File: config.mk
export PLATFORM = sky130hd
export DESIGN_NAME = nav_out_regs
export DESIGN_NICKNAME = d
export VERILOG_FILES = /design/src/design/nav_out_pkg.sv /design/src/design/nav_out_regs.sv
export SDC_FILE = /design/constraint.sdc
export NUM_CORES = 1
export LEC_CHECK = 0
export ABC_CLOCK_PERIOD_IN_PS = 1400
export BUFFER_PORTS_ARGS = -buffer_cell sky130_fd_sc_hd__clkbuf_2
export CAP_MARGIN = 40
export CORE_AREA = 2 2 310 312
export DETAILED_ROUTE_END_ITERATION = 8
export DIE_AREA = 0 0 312 314
export GPL_ROUTABILITY_DRIVEN = 0
export PLACE_DENSITY = 0.67
export SLEW_MARGIN = 20
export SYNTH_ARGS = -nofsm -noshare
export SYNTH_HDL_FRONTEND = slang
export SYNTH_SLANG_ARGS = --single-unit
File: constraint.sdc
create_clock -name clk -period 1.4 [get_ports clk]
set_input_delay 0.21 -clock clk [delete_from_list [all_inputs] [get_ports clk]]
set_output_delay 0.21 -clock clk [all_outputs]
set_load 0.05 [all_outputs]
File: src/design/nav_out_pkg.sv
// Offsets, field layout and reset values of the navigation output bank
package nav_out_pkg;

  // ==========================================================================
  // Register offsets (word addresses on the serial register port)
  localparam logic [7:0] OFF_QUAT_AB      = 8'h75;
  localparam logic [7:0] OFF_QUAT_CD      = 8'h76;
  localparam logic [7:0] OFF_QUAT_TIME    = 8'h77;
  localparam logic [7:0] OFF_EULER_RP     = 8'h78;
  localparam logic [7:0] OFF_EULER_YAW    = 8'h79;
  localparam logic [7:0] OFF_EULER_TIME   = 8'h7A;
  localparam logic [7:0] OFF_POS_NORTH    = 8'h7B;
  localparam logic [7:0] OFF_POS_EAST     = 8'h7C;
  localparam logic [7:0] OFF_POS_UP       = 8'h7D;
  localparam logic [7:0] OFF_POS_TIME     = 8'h7E;
  localparam logic [7:0] OFF_VEL_NORTH    = 8'h7F;
  localparam logic [7:0] OFF_VEL_EAST     = 8'h80;
  localparam logic [7:0] OFF_VEL_UP       = 8'h81;
  localparam logic [7:0] OFF_RESERVED     = 8'h82;
  localparam logic [7:0] OFF_VEL_TIME     = 8'h83;
  localparam logic [7:0] OFF_RCV_LAT      = 8'h84;
  localparam logic [7:0] OFF_RCV_LON      = 8'h85;
  localparam logic [7:0] OFF_RCV_ALT      = 8'h86;
  localparam logic [7:0] OFF_RCV_COURSE   = 8'h87;
  localparam logic [7:0] OFF_RCV_SPEED    = 8'h88;
  localparam logic [7:0] OFF_RCV_TIME     = 8'h89;
  localparam logic [7:0] OFF_RCV_DATE     = 8'h8A;
  localparam logic [7:0] OFF_SAT_12       = 8'h8B;
  localparam logic [7:0] OFF_SAT_34       = 8'h8C;

  // ==========================================================================
  // Field layout and fill values
  localparam int         HALF_HI_LSB      = 16;
  localparam int         BYTE3_LSB        = 24;
  localparam int         BYTE1_LSB        = 8;
  localparam logic [15:0] UNUSED_HALF     = 16'h0000;
  localparam logic [7:0]  RESERVED_BYTE   = 8'h00;
  localparam logic [31:0] WORD_RESET      = 32'h0000_0000;
  localparam logic [31:0] RESERVED_WORD   = 32'h0000_0000;
  localparam logic [31:0] UNMAPPED_WORD   = 32'h0000_0000;

  // ==========================================================================
  // Host-side scale of the fixed-point fields (true value = raw / scale)
  localparam real QUAT_SCALE  = 29789.09091;
  localparam real EULER_SCALE = 5215.18917;

endpackage : nav_out_pkg

File: src/design/nav_out_regs.sv
// Read-only attitude and navigation output register bank
// ============================================================================
module nav_out_regs
  import nav_out_pkg::*;
(
  input  wire logic        clk,
  input  wire logic        rst_n,
  // Host register port
  input  wire logic        rd_req,
  input  wire logic [7:0]  rd_addr,
  input  wire logic        wr_req,
  input  wire logic [7:0]  wr_addr,
  output logic             rd_valid,
  output logic [31:0]      rd_data,
  output logic             rd_hit,
  output logic             wr_refused,
  // Estimator: attitude
  input  wire logic        quat_update,
  input  wire logic [15:0] quat_a,
  input  wire logic [15:0] quat_b,
  input  wire logic [15:0] quat_c,
  input  wire logic [15:0] quat_d,
  input  wire logic [31:0] quat_time,
  input  wire logic        euler_update,
  input  wire logic [15:0] euler_roll,
  input  wire logic [15:0] euler_pitch,
  input  wire logic [15:0] euler_yaw,
  input  wire logic [31:0] euler_time,
  // Estimator: position relative to home, velocity
  input  wire logic        pos_update,
  input  wire logic [31:0] pos_north,
  input  wire logic [31:0] pos_east,
  input  wire logic [31:0] pos_up,
  input  wire logic [31:0] pos_time,
  input  wire logic        vel_update,
  input  wire logic [31:0] vel_north,
  input  wire logic [31:0] vel_east,
  input  wire logic [31:0] vel_up,
  input  wire logic [31:0] vel_time,
  // Satellite receiver report
  input  wire logic        rcv_update,
  input  wire logic [31:0] rcv_latitude,
  input  wire logic [31:0] rcv_longitude,
  input  wire logic [31:0] rcv_altitude,
  input  wire logic [31:0] rcv_course,
  input  wire logic [31:0] rcv_speed,
  input  wire logic [31:0] rcv_time,
  input  wire logic [7:0]  rcv_year,
  input  wire logic [7:0]  rcv_month,
  input  wire logic [7:0]  rcv_day,
  input  wire logic        sat_update,
  input  wire logic [7:0]  sat1_id,
  input  wire logic [7:0]  sat1_snr,
  input  wire logic [7:0]  sat2_id,
  input  wire logic [7:0]  sat2_snr,
  input  wire logic [7:0]  sat3_id,
  input  wire logic [7:0]  sat3_snr,
  input  wire logic [7:0]  sat4_id,
  input  wire logic [7:0]  sat4_snr
);

  // ==========================================================================
  // Storage
  logic [31:0] quat_ab_reg;
  logic [31:0] quat_cd_reg;
  logic [31:0] quat_time_reg;
  logic [31:0] euler_rp_reg;
  logic [31:0] euler_yaw_reg;
  logic [31:0] euler_time_reg;
  logic [31:0] pos_n_reg;
  logic [31:0] pos_e_reg;
  logic [31:0] pos_u_reg;
  logic [31:0] pos_time_reg;
  logic [31:0] vel_n_reg;
  logic [31:0] vel_e_reg;
  logic [31:0] vel_u_reg;
  logic [31:0] vel_time_reg;
  logic [31:0] rcv_lat_reg;
  logic [31:0] rcv_lon_reg;
  logic [31:0] rcv_alt_reg;
  logic [31:0] rcv_course_reg;
  logic [31:0] rcv_speed_reg;
  logic [31:0] rcv_time_reg;
  logic [31:0] rcv_date_reg;
  logic [31:0] sat_12_reg;
  logic [31:0] sat_34_reg;
  logic [31:0] rd_data_next;

  function automatic logic is_mapped(input logic [7:0] addr);
    is_mapped = (addr >= OFF_QUAT_AB) && (addr <= OFF_SAT_34);
  endfunction : is_mapped

  // ==========================================================================
  // Attitude group; quaternion and Euler words each land in one edge so halves never tear
  always_ff @(posedge clk or negedge rst_n) begin
    if (!rst_n) begin
      quat_ab_reg   <= WORD_RESET;
      quat_cd_reg   <= WORD_RESET;
      quat_time_reg <= WORD_RESET;
    end else if (quat_update) begin
      quat_ab_reg   <= {quat_a, quat_b};
      quat_cd_reg   <= {quat_c, quat_d};
      quat_time_reg <= quat_time;
    end
  end

  always_ff @(posedge clk or negedge rst_n) begin
    if (!rst_n) begin
      euler_rp_reg   <= WORD_RESET;
      euler_yaw_reg  <= WORD_RESET;
      euler_time_reg <= WORD_RESET;
    end else if (euler_update) begin
      euler_rp_reg   <= {euler_roll, euler_pitch};
      euler_yaw_reg  <= {euler_yaw, UNUSED_HALF};
      euler_time_reg <= euler_time;
    end
  end

  // ==========================================================================
  // Position and velocity; offsets from home are formed upstream
  always_ff @(posedge clk or negedge rst_n) begin
    if (!rst_n) begin
      pos_n_reg    <= WORD_RESET;
      pos_e_reg    <= WORD_RESET;
      pos_u_reg    <= WORD_RESET;
      pos_time_reg <= WORD_RESET;
    end else if (pos_update) begin
      pos_n_reg    <= pos_north;
      pos_e_reg    <= pos_east;
      pos_u_reg    <= pos_up;
      pos_time_reg <= pos_time;
    end
  end

  always_ff @(posedge clk or negedge rst_n) begin
    if (!rst_n) begin
      vel_n_reg    <= WORD_RESET;
      vel_e_reg    <= WORD_RESET;
      vel_u_reg    <= WORD_RESET;
      vel_time_reg <= WORD_RESET;
    end else if (vel_update) begin
      vel_n_reg    <= vel_north;
      vel_e_reg    <= vel_east;
      vel_u_reg    <= vel_up;
      vel_time_reg <= vel_time;
    end
  end

  // ==========================================================================
  // Receiver report
  always_ff @(posedge clk or negedge rst_n) begin
    if (!rst_n) begin
      rcv_lat_reg    <= WORD_RESET;
      rcv_lon_reg    <= WORD_RESET;
      rcv_alt_reg    <= WORD_RESET;
      rcv_course_reg <= WORD_RESET;
      rcv_speed_reg  <= WORD_RESET;
      rcv_time_reg   <= WORD_RESET;
      rcv_date_reg   <= WORD_RESET;
    end else if (rcv_update) begin
      rcv_lat_reg    <= rcv_latitude;
      rcv_lon_reg    <= rcv_longitude;
      rcv_alt_reg    <= rcv_altitude;
      rcv_course_reg <= rcv_course;
      rcv_speed_reg  <= rcv_speed;
      rcv_time_reg   <= rcv_time;
      rcv_date_reg   <= {RESERVED_BYTE, rcv_year, rcv_month, rcv_day};
    end
  end

  always_ff @(posedge clk or negedge rst_n) begin
    if (!rst_n) begin
      sat_12_reg <= WORD_RESET;
      sat_34_reg <= WORD_RESET;
    end else if (sat_update) begin
      sat_12_reg <= {sat1_id, sat1_snr, sat2_id, sat2_snr};
      sat_34_reg <= {sat3_id, sat3_snr, sat4_id, sat4_snr};
    end
  end

  // ==========================================================================
  // Read decode
  always_comb begin
    unique case (rd_addr)
      OFF_QUAT_AB:    rd_data_next = quat_ab_reg;
      OFF_QUAT_CD:    rd_data_next = quat_cd_reg;
      OFF_QUAT_TIME:  rd_data_next = quat_time_reg;
      OFF_EULER_RP:   rd_data_next = euler_rp_reg;
      OFF_EULER_YAW:  rd_data_next = euler_yaw_reg;
      OFF_EULER_TIME: rd_data_next = euler_time_reg;
      OFF_POS_NORTH:  rd_data_next = pos_n_reg;
      OFF_POS_EAST:   rd_data_next = pos_e_reg;
      OFF_POS_UP:     rd_data_next = pos_u_reg;
      OFF_POS_TIME:   rd_data_next = pos_time_reg;
      OFF_VEL_NORTH:  rd_data_next = vel_n_reg;
      OFF_VEL_EAST:   rd_data_next = vel_e_reg;
      OFF_VEL_UP:     rd_data_next = vel_u_reg;
      OFF_RESERVED:   rd_data_next = RESERVED_WORD;
      OFF_VEL_TIME:   rd_data_next = vel_time_reg;
      OFF_RCV_LAT:    rd_data_next = rcv_lat_reg;
      OFF_RCV_LON:    rd_data_next = rcv_lon_reg;
      OFF_RCV_ALT:    rd_data_next = rcv_alt_reg;
      OFF_RCV_COURSE: rd_data_next = rcv_course_reg;
      OFF_RCV_SPEED:  rd_data_next = rcv_speed_reg;
      OFF_RCV_TIME:   rd_data_next = rcv_time_reg;
      OFF_RCV_DATE:   rd_data_next = rcv_date_reg;
      OFF_SAT_12:     rd_data_next = sat_12_reg;
      OFF_SAT_34:     rd_data_next = sat_34_reg;
      default:        rd_data_next = UNMAPPED_WORD;
    endcase
  end

  // Read sees the value before a same-cycle update
  always_ff @(posedge clk or negedge rst_n) begin
    if (!rst_n) begin
      rd_valid <= 1'b0;
      rd_data  <= WORD_RESET;
      rd_hit   <= 1'b0;
    end else begin
      rd_valid <= rd_req;
      rd_hit   <= rd_req && is_mapped(rd_addr);
      if (rd_req) begin
        rd_data <= rd_data_next;
      end
    end
  end

  always_ff @(posedge clk or negedge rst_n) begin
    if (!rst_n) begin
      wr_refused <= 1'b0;
    end else begin
      wr_refused <= wr_req;
    end
  end

  // ==========================================================================
  // Assertions
  property p_quat_c;
    @(posedge clk) disable iff (!rst_n)
    quat_update |=> quat_cd_reg[31:HALF_HI_LSB] == $past(quat_c);
  endproperty
  a_quat_c: assert property (p_quat_c) else $error("quat C half wrong");

  property p_quat_d_read;
    @(posedge clk) disable iff (!rst_n)
    quat_update ##1 (rd_req && rd_addr == OFF_QUAT_CD) |=>
      rd_data[HALF_HI_LSB-1:0] == $past(quat_d, 2);
  endproperty
  a_quat_d_read: assert property (p_quat_d_read) else $error("quat D read wrong");

  property p_quat_time_hold;
    @(posedge clk) disable iff (!rst_n)
    quat_update ##1 (!quat_update)[*3] |-> quat_time_reg == $past(quat_time, 3);
  endproperty
  a_quat_time_hold: assert property (p_quat_time_hold) else $error("quat time lost");

  property p_roll_pitch;
    @(posedge clk) disable iff (!rst_n)
    euler_update |=> euler_rp_reg == {$past(euler_roll), $past(euler_pitch)};
  endproperty
  a_roll_pitch: assert property (p_roll_pitch) else $error("roll/pitch packing wrong");

  property p_yaw_read;
    @(posedge clk) disable iff (!rst_n)
    rd_req && rd_addr == OFF_EULER_YAW |=>
      rd_valid && rd_data == {$past(euler_yaw_reg[31:HALF_HI_LSB]), UNUSED_HALF};
  endproperty
  a_yaw_read: assert property (p_yaw_read) else $error("yaw read wrong");

  property p_reserved;
    @(posedge clk) disable iff (!rst_n)
    rd_req && rd_addr == OFF_RESERVED |=> rd_hit && rd_data == RESERVED_WORD;
  endproperty
  a_reserved: assert property (p_reserved) else $error("reserved slot not zero");

  property p_date;
    @(posedge clk) disable iff (!rst_n)
    rcv_update |=> rcv_date_reg[31:BYTE3_LSB] == RESERVED_BYTE
      && rcv_date_reg[BYTE1_LSB-1:0] == $past(rcv_day);
  endproperty
  a_date: assert property (p_date) else $error("date packing wrong");

  property p_sat;
    @(posedge clk) disable iff (!rst_n)
    sat_update |=> sat_34_reg[31:BYTE3_LSB] == $past(sat3_id)
      && sat_34_reg[BYTE1_LSB-1:0] == $past(sat4_snr);
  endproperty
  a_sat: assert property (p_sat) else $error("satellite packing wrong");

  property p_vel_time;
    @(posedge clk) disable iff (!rst_n)
    vel_update ##1 (rd_req && rd_addr == OFF_VEL_TIME) |=> rd_data == $past(vel_time, 2);
  endproperty
  a_vel_time: assert property (p_vel_time) else $error("velocity time read wrong");

  property p_write_no_effect;
    @(posedge clk) disable iff (!rst_n)
    wr_req && !pos_update && !vel_update |=>
      $stable(pos_n_reg) && $stable(vel_u_reg) && wr_refused;
  endproperty
  a_write_no_effect: assert property (p_write_no_effect) else $error("write changed bank");

  property p_unmapped;
    @(posedge clk) disable iff (!rst_n)
    rd_req && !is_mapped(rd_addr) |=> !rd_hit && rd_data == UNMAPPED_WORD;
  endproperty
  a_unmapped: assert property (p_unmapped) else $error("unmapped read not zero");

  property p_quat_ab;
    @(posedge clk) disable iff (!rst_n)
    quat_update |=> quat_ab_reg == {$past(quat_a), $past(quat_b)};
  endproperty
  a_quat_ab: assert property (p_quat_ab) else $error("quat A/B packing wrong");

  property p_euler_time;
    @(posedge clk) disable iff (!rst_n)
    euler_update |=> euler_time_reg == $past(euler_time);
  endproperty
  a_euler_time: assert property (p_euler_time) else $error("Euler time wrong");

  property p_pos_words;
    @(posedge clk) disable iff (!rst_n)
    pos_update |=> pos_e_reg == $past(pos_east) && pos_u_reg == $past(pos_up);
  endproperty
  a_pos_words: assert property (p_pos_words) else $error("position words wrong");

  property p_rcv_words;
    @(posedge clk) disable iff (!rst_n)
    rcv_update |=> rcv_lat_reg == $past(rcv_latitude) && rcv_time_reg == $past(rcv_time);
  endproperty
  a_rcv_words: assert property (p_rcv_words) else $error("receiver words wrong");

  c_quat_read:  cover property (@(posedge clk) disable iff (!rst_n)
    quat_update ##1 rd_req && rd_addr == OFF_QUAT_CD);
  c_sat_read:   cover property (@(posedge clk) disable iff (!rst_n)
    sat_update ##[1:5] rd_req && rd_addr == OFF_SAT_34);
  c_write:      cover property (@(posedge clk) disable iff (!rst_n) wr_req && is_mapped(wr_addr));
  c_same_cycle: cover property (@(posedge clk) disable iff (!rst_n)
    pos_update && rd_req && rd_addr == OFF_POS_NORTH);

endmodule : nav_out_regs

Word level (Yosys, flattened, before mapping). Index checks and enable logic that the tools add are counted.

Bits in registers: 747. Output and inout port bits: 35.

Magnitude comparators: 2. Equality and inequality tests: 23. Multiplexer cells: 1. Reductions and logical operators: 2.

Operators by type and width (count): one-hot mux 32 bit (23 select lines) (1); equality test 8 bit (second input constant) (12); equality test 8 x 7 -> 1 bit (second input constant) (11); >= comparator 8 x 7 -> 1 bit (second input constant) (1); <= comparator 8 bit (second input constant) (1); logical AND 1 bit (2).

Logic depth before layout (Yosys ltp). Gate-level depths: netlist of run 1.

Word-level depth: 3. Gate-level depth with buffers: 9. Depth with buffers taken out: 5.

Worst setup path after synthesis of run 1. Ideal clock, no wire load.

Path kind: in2reg. Start point: input rd_addr[1]. End point: register rd_data[19]. Setup time: 0.143 ns. Arrival: 1.692 ns. Required time: 1.257 ns. Slack: -0.435 ns. Cell stages on the path: 7. Buffers on the path: 2. Path through: buf_2 -> buf_1 -> mux2_2 -> a22oi_1 -> o2bb2ai_1 -> a2111oi_0 -> a31oi_1.

Cells in the longest elaborated chain, start to end: 2.

RTL lines: from (decl) (line nav_out_regs.sv:10) `input wire logic [7:0] rd_addr,`; equality test 8 bit or equality test 8 x 7 -> 1 bit (tied branches) (line nav_out_regs.sv:184) `unique case (rd_addr)`; one-hot mux 32 bit (23 select lines) * (line nav_out_regs.sv:184); to (signal assigned) (line nav_out_regs.sv:223) `rd_data <= rd_data_next;`; to (decl) (line nav_out_regs.sv:14) `output logic [31:0] rd_data,`.

Every way passes the cells marked *; elsewhere a longest branch is shown, timed or not. A chain may end at the register's enable or synchronous reset.

Worst setup path in the final report of run 1.
Start point: register rcv_lat_reg[6]. End point: register rd_data[6].

Cells in the longest elaborated chain, start to end: 1.

RTL lines: from (decl) (line nav_out_regs.sv:78) `logic [31:0] rcv_lat_reg;`; from (signal assigned) (line nav_out_regs.sv:161) `rcv_lat_reg <= rcv_latitude;`; one-hot mux 32 bit (23 select lines) (line nav_out_regs.sv:184).

No other way between the ends.

==> results of run 1 <==
cells in the final DEF (no fill, tap or decap), types with 75 or more instances in the layout:
master,netlist,layout
clkbuf_2,0,716
buf_12,0,76
diode_2,0,85
dfrtp_1,747,740
mux2i_1,85,75
buf_4,15,326
mux2_2,780,758
a22oi_1,110,76
dlygate4sd3_1,0,735
clkbuf_16,0,94
cells in the mapped netlist (27+ instances only):
cell type / instances / share of area
mux2i_1: 85 / 0.025
a22o_1: 37 / 0.0096
o22ai_1: 27 / 0.0050
a22oi_1: 110 / 0.024
buf_2: 62 / 0.0092
o21ai_0: 87 / 0.013
a31oi_1: 36 / 0.0067
nand3_1: 33 / 0.0049
nand2_1: 34 / 0.0038
clkbuf_1: 116 / 0.013
a21oi_1: 36 / 0.0053
o2bb2ai_1: 27 / 0.0070
dfrtp_1: 747 / 0.55
mux2_2: 780 / 0.26
power groups by stage:
stage	combinational (mW)	clock (mW)	sequential, mW
CTS	10.8	25.1	25.2
detailed placement	8.48	0	25.5
global placement	8.36	0	25.4
floorplan	4.03	0	25.1
finish	11.2	25.0	25.4
global route	11.7	26.1	25.5
worst register-to-register path, cell delays in order (launching register included):
cell	delay (ns)
dfrtp_1	0.40
mux2_4	0.30
a22oi_2	0.26
o2bb2ai_2	0.13
a2111oi_4	0.58
a21oi_1	0.14
routing by layer:
metal / GRT usage / vias up / wire length [µm]
li1: - / 13100 / -
met1: 0.393 / 16000 / 63500
met2: 0.552 / 1737 / 80600
met3: 0.0812 / 624 / 12600
met4: 0.210 / 28 / 12200
met5: 0 / - / 179
final cells by class:
cell class | instances | share of cell area
antenna | 85 | 0.00388
clock buffer | 125 | 0.0472
timing repair buffer | 1906 | 0.286
clock inverter | 32 | 0.00916
tap | 1265 | 0.0289
sequential | 747 | 0.341
inverter | 4 | 0.000274
multi-input combinational | 1525 | 0.284
kinds of logic (layout without fill, tap and decap cells):
| logic type | after synthesis | in the layout | synth area share |
|---|---|---|---|
| buffers and inverters | 208 | 2067 | 0.0275 |
| and+or+nand+nor | 184 | 184 | 0.0323 |
| AOI/OAI and AO/OA | 471 | 471 | 0.0997 |
| DFF | 747 | 747 | 0.552 |
| muxes | 870 | 870 | 0.288 |
| other | 0 | 85 | 0 |
per-stage QoR:
stage	hold slack [ns]	total power, mW
6_report	0.0397	61.5
5_1_grt	0.0120	63.3
4_1_cts	0.00443	61.1
3_5_place_dp	0.269	34.0
3_3_place_gp	0.271	33.8
2_1_floorplan	-0.0856	29.1
repair_timing:
item | in CTS | in global routing
gates resized for setup | 241 | 125
setup buffers | 9 | 7
endpoints found under the hold margin | 1461 | 0
endpoints found under the setup margin | 67 | 69
pin swaps | 65 | 57
gates cloned | 0 | 2
hold buffers | 736 | 0
how the worst max path moves through the flow:
stage | start | to | slack (ns)
4_1_cts | rcv_lat_reg[6]$_DFFE_PN0P_ | rd_data[6]$_DFFE_PN0P_ | -0.45
3_5_place_dp | rd_addr[3] | rd_data[8]$_DFFE_PN0P_ | -1.19
5_1_grt | sat_34_reg[9]$_DFFE_PN0P_ | rd_data[9]$_DFFE_PN0P_ | -0.50
2_1_floorplan | rd_addr[6] | rd_data[22]$_DFFE_PN0P_ | -0.23
3_3_place_gp | rd_addr[3] | rd_data[8]$_DFFE_PN0P_ | -1.59
6_report | rcv_lat_reg[6]$_DFFE_PN0P_ | rd_data[6]$_DFFE_PN0P_ | -0.54
==> impl_metrics.env, run 1 <==
export IMPL_whs_endpoint="vel_n_reg[18]$_DFFE_PN0P_"
export IMPL_ys_ff_latch=747
export IMPL_antenna_found_initial=91
export IMPL_grt_pass1_vias=33700
export IMPL_seq_power_share=0.412
export IMPL_cts_root_buf="clkbuf_16"
export IMPL_cp_start_kind="flip-flop"
export IMPL_synth_edf_count=0
export IMPL_path_cells="mux2_4 > a22oi_2 > o2bb2ai_2 > a2111oi_4 > a21oi_1"
export IMPL_grt_max_degree=99
export IMPL_dpl_cell_area_um2=42300
export IMPL_yosysUniqueCellTypes=70
export IMPL_drc=0
export IMPL_cts_sinks=747
export IMPL_place_hpwl_um=122000
export IMPL_row_count=113
export IMPL_dr_pass1_iters=5
export IMPL_critPathMaxStageDelay_ns=0.58
export IMPL_skew_ns=0.0290
export IMPL_gr_total_overflow=0
export IMPL_cp_depth=5
export IMPL_grtUsageTotal=0.335
export IMPL_finalWorstSetupSlack_ns=-0.537
export IMPL_setup_violations=67
export IMPL_pre_cts_ws_ns=-1.19
export IMPL_rsz0062_at_grt="true"
export IMPL_hold_path_depth=2
export IMPL_num_vias=31400
export IMPL_vias_per_cell=5.53
export IMPL_rr_endpoint="rd_data[6]$_DFFE_PN0P_"
export IMPL_dp_cells=4697
export IMPL_r2r_slack_ns=-0.54
export IMPL_async_flop_share=1.00
export IMPL_grt_pass1_wl_um=237000
export IMPL_combPwrFrac=0.182
export IMPL_syn_inst=2480
export IMPL_die_x_um=312
export IMPL_cts_tree="built"
export IMPL_post_route_util=0.580
export IMPL_drive_above_1_share=0.525
export IMPL_start_util=0.358
export IMPL_numCtsBuffers=87
export IMPL_period_needed_ns=1.94
export IMPL_criticalPathCategory="flip-flop to flip-flop"
export IMPL_drv_slew=0
export IMPL_fin_crit_sh=1.38
export IMPL_cp_end_kind="flip-flop"
export IMPL_drtIter0Drc=2642
export IMPL_cp_num_buf_inv=0
export IMPL_drv_cap=0
export IMPL_n_fill_cell=7387
export IMPL_die_y_um=314
export IMPL_wl_per_cell_um=29.7
export IMPL_port_buffers=764
export IMPL_syn_avg_cell_area_um2=13.6
export IMPL_totalWireLength_um=169000
export IMPL_synth_main_ff_cell="dfrtp_1"
export IMPL_fin_nets=5009
export IMPL_multi_input_area_um2=15500
export IMPL_cts_max_level=3
export IMPL_hold_class="primary input to flip-flop"
export IMPL_clk_latency_ns=0.67
export IMPL_path_max_fanout=2
export IMPL_critPathSlowestCell="a2111oi_4"
export IMPL_io_pins=773
export IMPL_area_growth_pct=61.9
export IMPL_max_slew_margin=0.526
export IMPL_min_from="vel_update"
export IMPL_p_per_area_nw_per_um2=1120
export IMPL_cp_required_ns=1.92
export IMPL_final_seq_area_um2=18700
export IMPL_design_die_area_um2=98000
export IMPL_yosysSeqAreaShare=0.552
export IMPL_ant_nets=0
export IMPL_peakVddDrop_mv=1.16
export IMPL_synth_fp_nets=3218
export IMPL_cp_arrival_ns=2.45
export IMPL_r2r_start="rcv_lat_reg[6]$_DFFE_PN0P_"
export IMPL_max_freq_mhz=516
export IMPL_pwr_share_clk=0.406
export IMPL_clk_pin_slew_ns=0.06
export IMPL_violations="setup timing"
export IMPL_p_sw_mw=16.6
export IMPL_synth_warnings=0
export IMPL_cp_top_family="compound AO/OA/AOI/OAI gates"
export IMPL_stdcell_count=5689
export IMPL_outcome="finished, violations left"
export IMPL_power_leakage_nw=24.0
export IMPL_p_int_mw=44.9
export IMPL_r2r_cells=5
export IMPL_final_cell_area_um2=54800
export IMPL_hold_viol_final=0
export IMPL_p_sw_frac=0.271
export IMPL_syn_area_um2=33800
export IMPL_clockBufferDepth=3
export IMPL_fp_coreArea_um2=94400
export IMPL_tightest_slew_ns=0.691
export IMPL_setup_tns_ns=-8.14
Power figures use the tool's default switching activity.
==> inputs of run 2 (changes only) <==
ABC_AREA = 1   (was not set)
ABC_CLOCK_PERIOD_IN_PS = 1700   (was 1400)
CORE_AREA = 2 2 312 314   (was 2 2 310 312)
CTS_CLUSTER_DIAMETER = 60   (was not set)
DIE_AREA = 0 0 314 316   (was 0 0 312 314)
clock period = 1.7 ns   (was 1.4 ns; I/O delays follow)
==> impl_metrics.env, run 2 <==
export IMPL_vias_per_cell=5.38
export IMPL_drc=0
export IMPL_peakVddDrop_mv=0.730
export IMPL_fin_nets=5727
export IMPL_start_util=0.356
export IMPL_yosysSeqAreaShare=0.547
export IMPL_p_sw_frac=0.267
export IMPL_post_cts_buffers=0
export IMPL_period_needed_ns=1.69
export IMPL_tightest_slew_ns=0.797
export IMPL_drv_cap=0
export IMPL_p_int_mw=35.1
export IMPL_drv_slew=0
export IMPL_cp_arrival_ns=2.25
export IMPL_fin_crit_sh=0.996
export IMPL_synth_main_ff_cell="dfrtp_1"
export IMPL_pwr_share_clk=0.427
export IMPL_antenna_found_initial=43
export IMPL_most_common_layout_cells="dfrtp_1 (744), clkbuf_2 (741), dlygate4sd3_1 (729)"
export IMPL_wl_per_cell_um=25.9
export IMPL_clk_latency_ns=0.68
export IMPL_grt_pass1_vias=35500
export IMPL_hold_viol_final=0
export IMPL_design_die_area_um2=99200
export IMPL_routed_wl_met3_um=14600
export IMPL_synth_top_cells_by_count="dfrtp_1 (747), mux2_2 (642), nand2_1 (610)"
export IMPL_yosys_area_top_type_share=0.547
export IMPL_setup_tns_ns=0
export IMPL_drtIter0Drc=3730
export IMPL_row_count=114
export IMPL_drive_above_1_share=0.380
export IMPL_pre_cts_ws_ns=-1.11
export IMPL_cp_end_kind="flip-flop"
export IMPL_io_pins=773
export IMPL_synth_fp_nets=4037
export IMPL_outcome="completed"
export IMPL_fp_coreArea_um2=96000
export IMPL_top_layer_used="met5"
export IMPL_cts_tree="built"
export IMPL_synth_area_leaders="dfrtp_1 (55%), mux2_2 (21%), nand3_1 (8.2%)"
export IMPL_die_x_um=314
export IMPL_dr_pass1_iters=6
export IMPL_max_slew_margin=0.469
export IMPL_synth_edf_count=0
export IMPL_async_flop_share=1.00
export IMPL_finalWorstSetupSlack_ns=0.00741
export IMPL_seq_power_share=0.432
export IMPL_totalWireLength_um=165000
export IMPL_numCtsBuffers=91
export IMPL_clockBufferDepth=3
export IMPL_p_per_area_nw_per_um2=902
export IMPL_area_growth_pct=55.2
export IMPL_n_fill_cell=7709
export IMPL_cts_max_level=3
export IMPL_num_vias=34300
export IMPL_skew_ns=0.0250
export IMPL_die_y_um=316
export IMPL_hold_class="primary input to async pin"
export IMPL_cp_start_kind="primary input"
export IMPL_gr_total_overflow=0
export IMPL_routed_wl_met2_um=75800
export IMPL_criticalPathCategory="primary input to flip-flop"
export IMPL_max_freq_mhz=591
export IMPL_cp_required_ns=2.26
export IMPL_path_max_fanout=28
export IMPL_yosysTopAreaCell="dfrtp_1"
export IMPL_p_sw_mw=12.8
export IMPL_multi_input_area_um2=14400
export IMPL_syn_area_um2=34200
export IMPL_yosysUniqueCellTypes=19
export IMPL_combPwrFrac=0.141
export IMPL_m1WireLength_um=63900
export IMPL_synth_warnings=0
export IMPL_cts_sinks=747
export IMPL_ant_nets=0
export IMPL_ys_ff_latch=747
export IMPL_place_hpwl_um=112000
export IMPL_grt_pass1_wl_um=236000
export IMPL_grt_max_degree=89
export IMPL_syn_avg_cell_area_um2=10.4
export IMPL_cts_root_buf="clkbuf_16"
export IMPL_syn_inst=3299
export IMPL_clk_pin_slew_ns=0.06
export IMPL_grtUsageTotal=0.327
export IMPL_port_buffers=764
export IMPL_setup_violations=0
export IMPL_layout_commonest_cell="dfrtp_1"
export IMPL_yosysMostFrequentCell="dfrtp_1"
export IMPL_final_seq_area_um2=18700
export IMPL_power_leakage_nw=25.3
[run 2: cell count changes after synthesis, sizes merged, moves of 35 or more]
cell / before / now
nand2: 35 / 611
nand3: 33 / 562
nor2: 19 / 284
mux2: 780 / 642
a22oi: 110 / 0
inv: 2 / 107
mux2i: 85 / 0
a22o: 37 / 0
a21oi: 36 / 0
buf: 88 / 124
a31oi: 36 / 1
[run 2: layout make-up]
type / instances / area share
Antenna cell: 40 / 0.00189
Clock buffer: 121 / 0.0473
Multi-Input combinational cell: 2230 / 0.270
Clock inverter: 45 / 0.0112
Timing Repair Buffer: 1812 / 0.279
Inverter: 107 / 0.00757
Sequential cell: 747 / 0.352
Tap cell: 1276 / 0.0301
[run 2: cells by family after synthesis]
kind of cell,count (synthesis),synth area share
buffers and inverters,322,0.0396
AND/OR/NAND/NOR,1503,0.189
multiplexers,642,0.211
AO/OA/AOI/OAI,85,0.0129
flip-flops,747,0.547
[run 2: final timing paths]
path | from | to | slack, ns | depth (start not counted)
max | rd_addr[1] | rd_data[8]$_DFFE_PN0P_ | 0.007 | 14
min | rst_n | sat_12_reg[7]$_DFFE_PN0P_ | 0.06 | 2
max reg2reg | euler_rp_reg[8]$_DFFE_PN0P_ | rd_data[8]$_DFFE_PN0P_ | 0.007 | 8
min reg2reg | rd_data[0]$_DFFE_PN0P_ | rd_data[0]$_DFFE_PN0P_ | 0.48 | 2
max in group asynchronous | rst_n | pos_e_reg[7]$_DFFE_PN0P_ | 0.72 | 3
min in group clk | rcv_update | rcv_lon_reg[5]$_DFFE_PN0P_ | 0.06 | 2
[run 2: routing by layer]
metal | global-route usage | vias up
li1 | - | 14600
met1 | 0.409 | 16900
met2 | 0.518 | 2217
met3 | 0.0775 | 610
met4 | 0.194 | 22
met5 | 0 | -
[run 2: worst max-delay path, cell delays in order]
cell and delay (ns):
clkbuf_2 0.21, inv_2 0.09, nand2_2 0.14, buf_4 0.15, nor2_4 0.04, buf_12 0.17, nand3_1 0.12, nand2_1 0.08
nor2_1 0.35, nand2_2 0.18, nor2_1 0.23, nand2_1 0.08, nand2_1 0.06, nand2_1 0.05
[run 2: metrics by stage]
| step | area [µm²] | std cells | total power, mW | util | hold WS [ns] |
|---|---|---|---|---|---|
| after floorplan | 34200 | 3299 | 22.9 | - | -0.0406 |
| after global routing | 53000 | 6363 | 49.3 | 0.553 | 0.0446 |
| after detailed placement | 42400 | 5443 | 25.9 | 0.442 | 0.154 |
| after CTS | 52900 | 6338 | 47.6 | 0.551 | 0.00742 |
| final | 53100 | 6378 | 47.9 | 0.553 | 0.0609 |
| after global placement | 42400 | 5443 | 25.8 | 0.442 | 0.168 |
[run 2: repair_timing]
item	CTS	global route
gates resized for setup	41	20
hold buffers	729	0
hold endpoints to repair	1199	0
cloned	0	0
pin swaps	0	1
setup endpoints to repair	22	24
[run 2: power by group through the flow]
| stage | Combinational, mW | Sequential (mW) | Clock (mW) |
|---|---|---|---|
| 2_1_floorplan | 2.37 | 20.5 | 0 |
| 3_3_place_gp | 4.98 | 20.8 | 0 |
| 3_5_place_dp | 5.08 | 20.9 | 0 |
| 4_1_cts | 6.52 | 20.6 | 20.5 |
| 5_1_grt | 7.15 | 20.8 | 21.4 |
| 6_report | 6.74 | 20.7 | 20.4 |
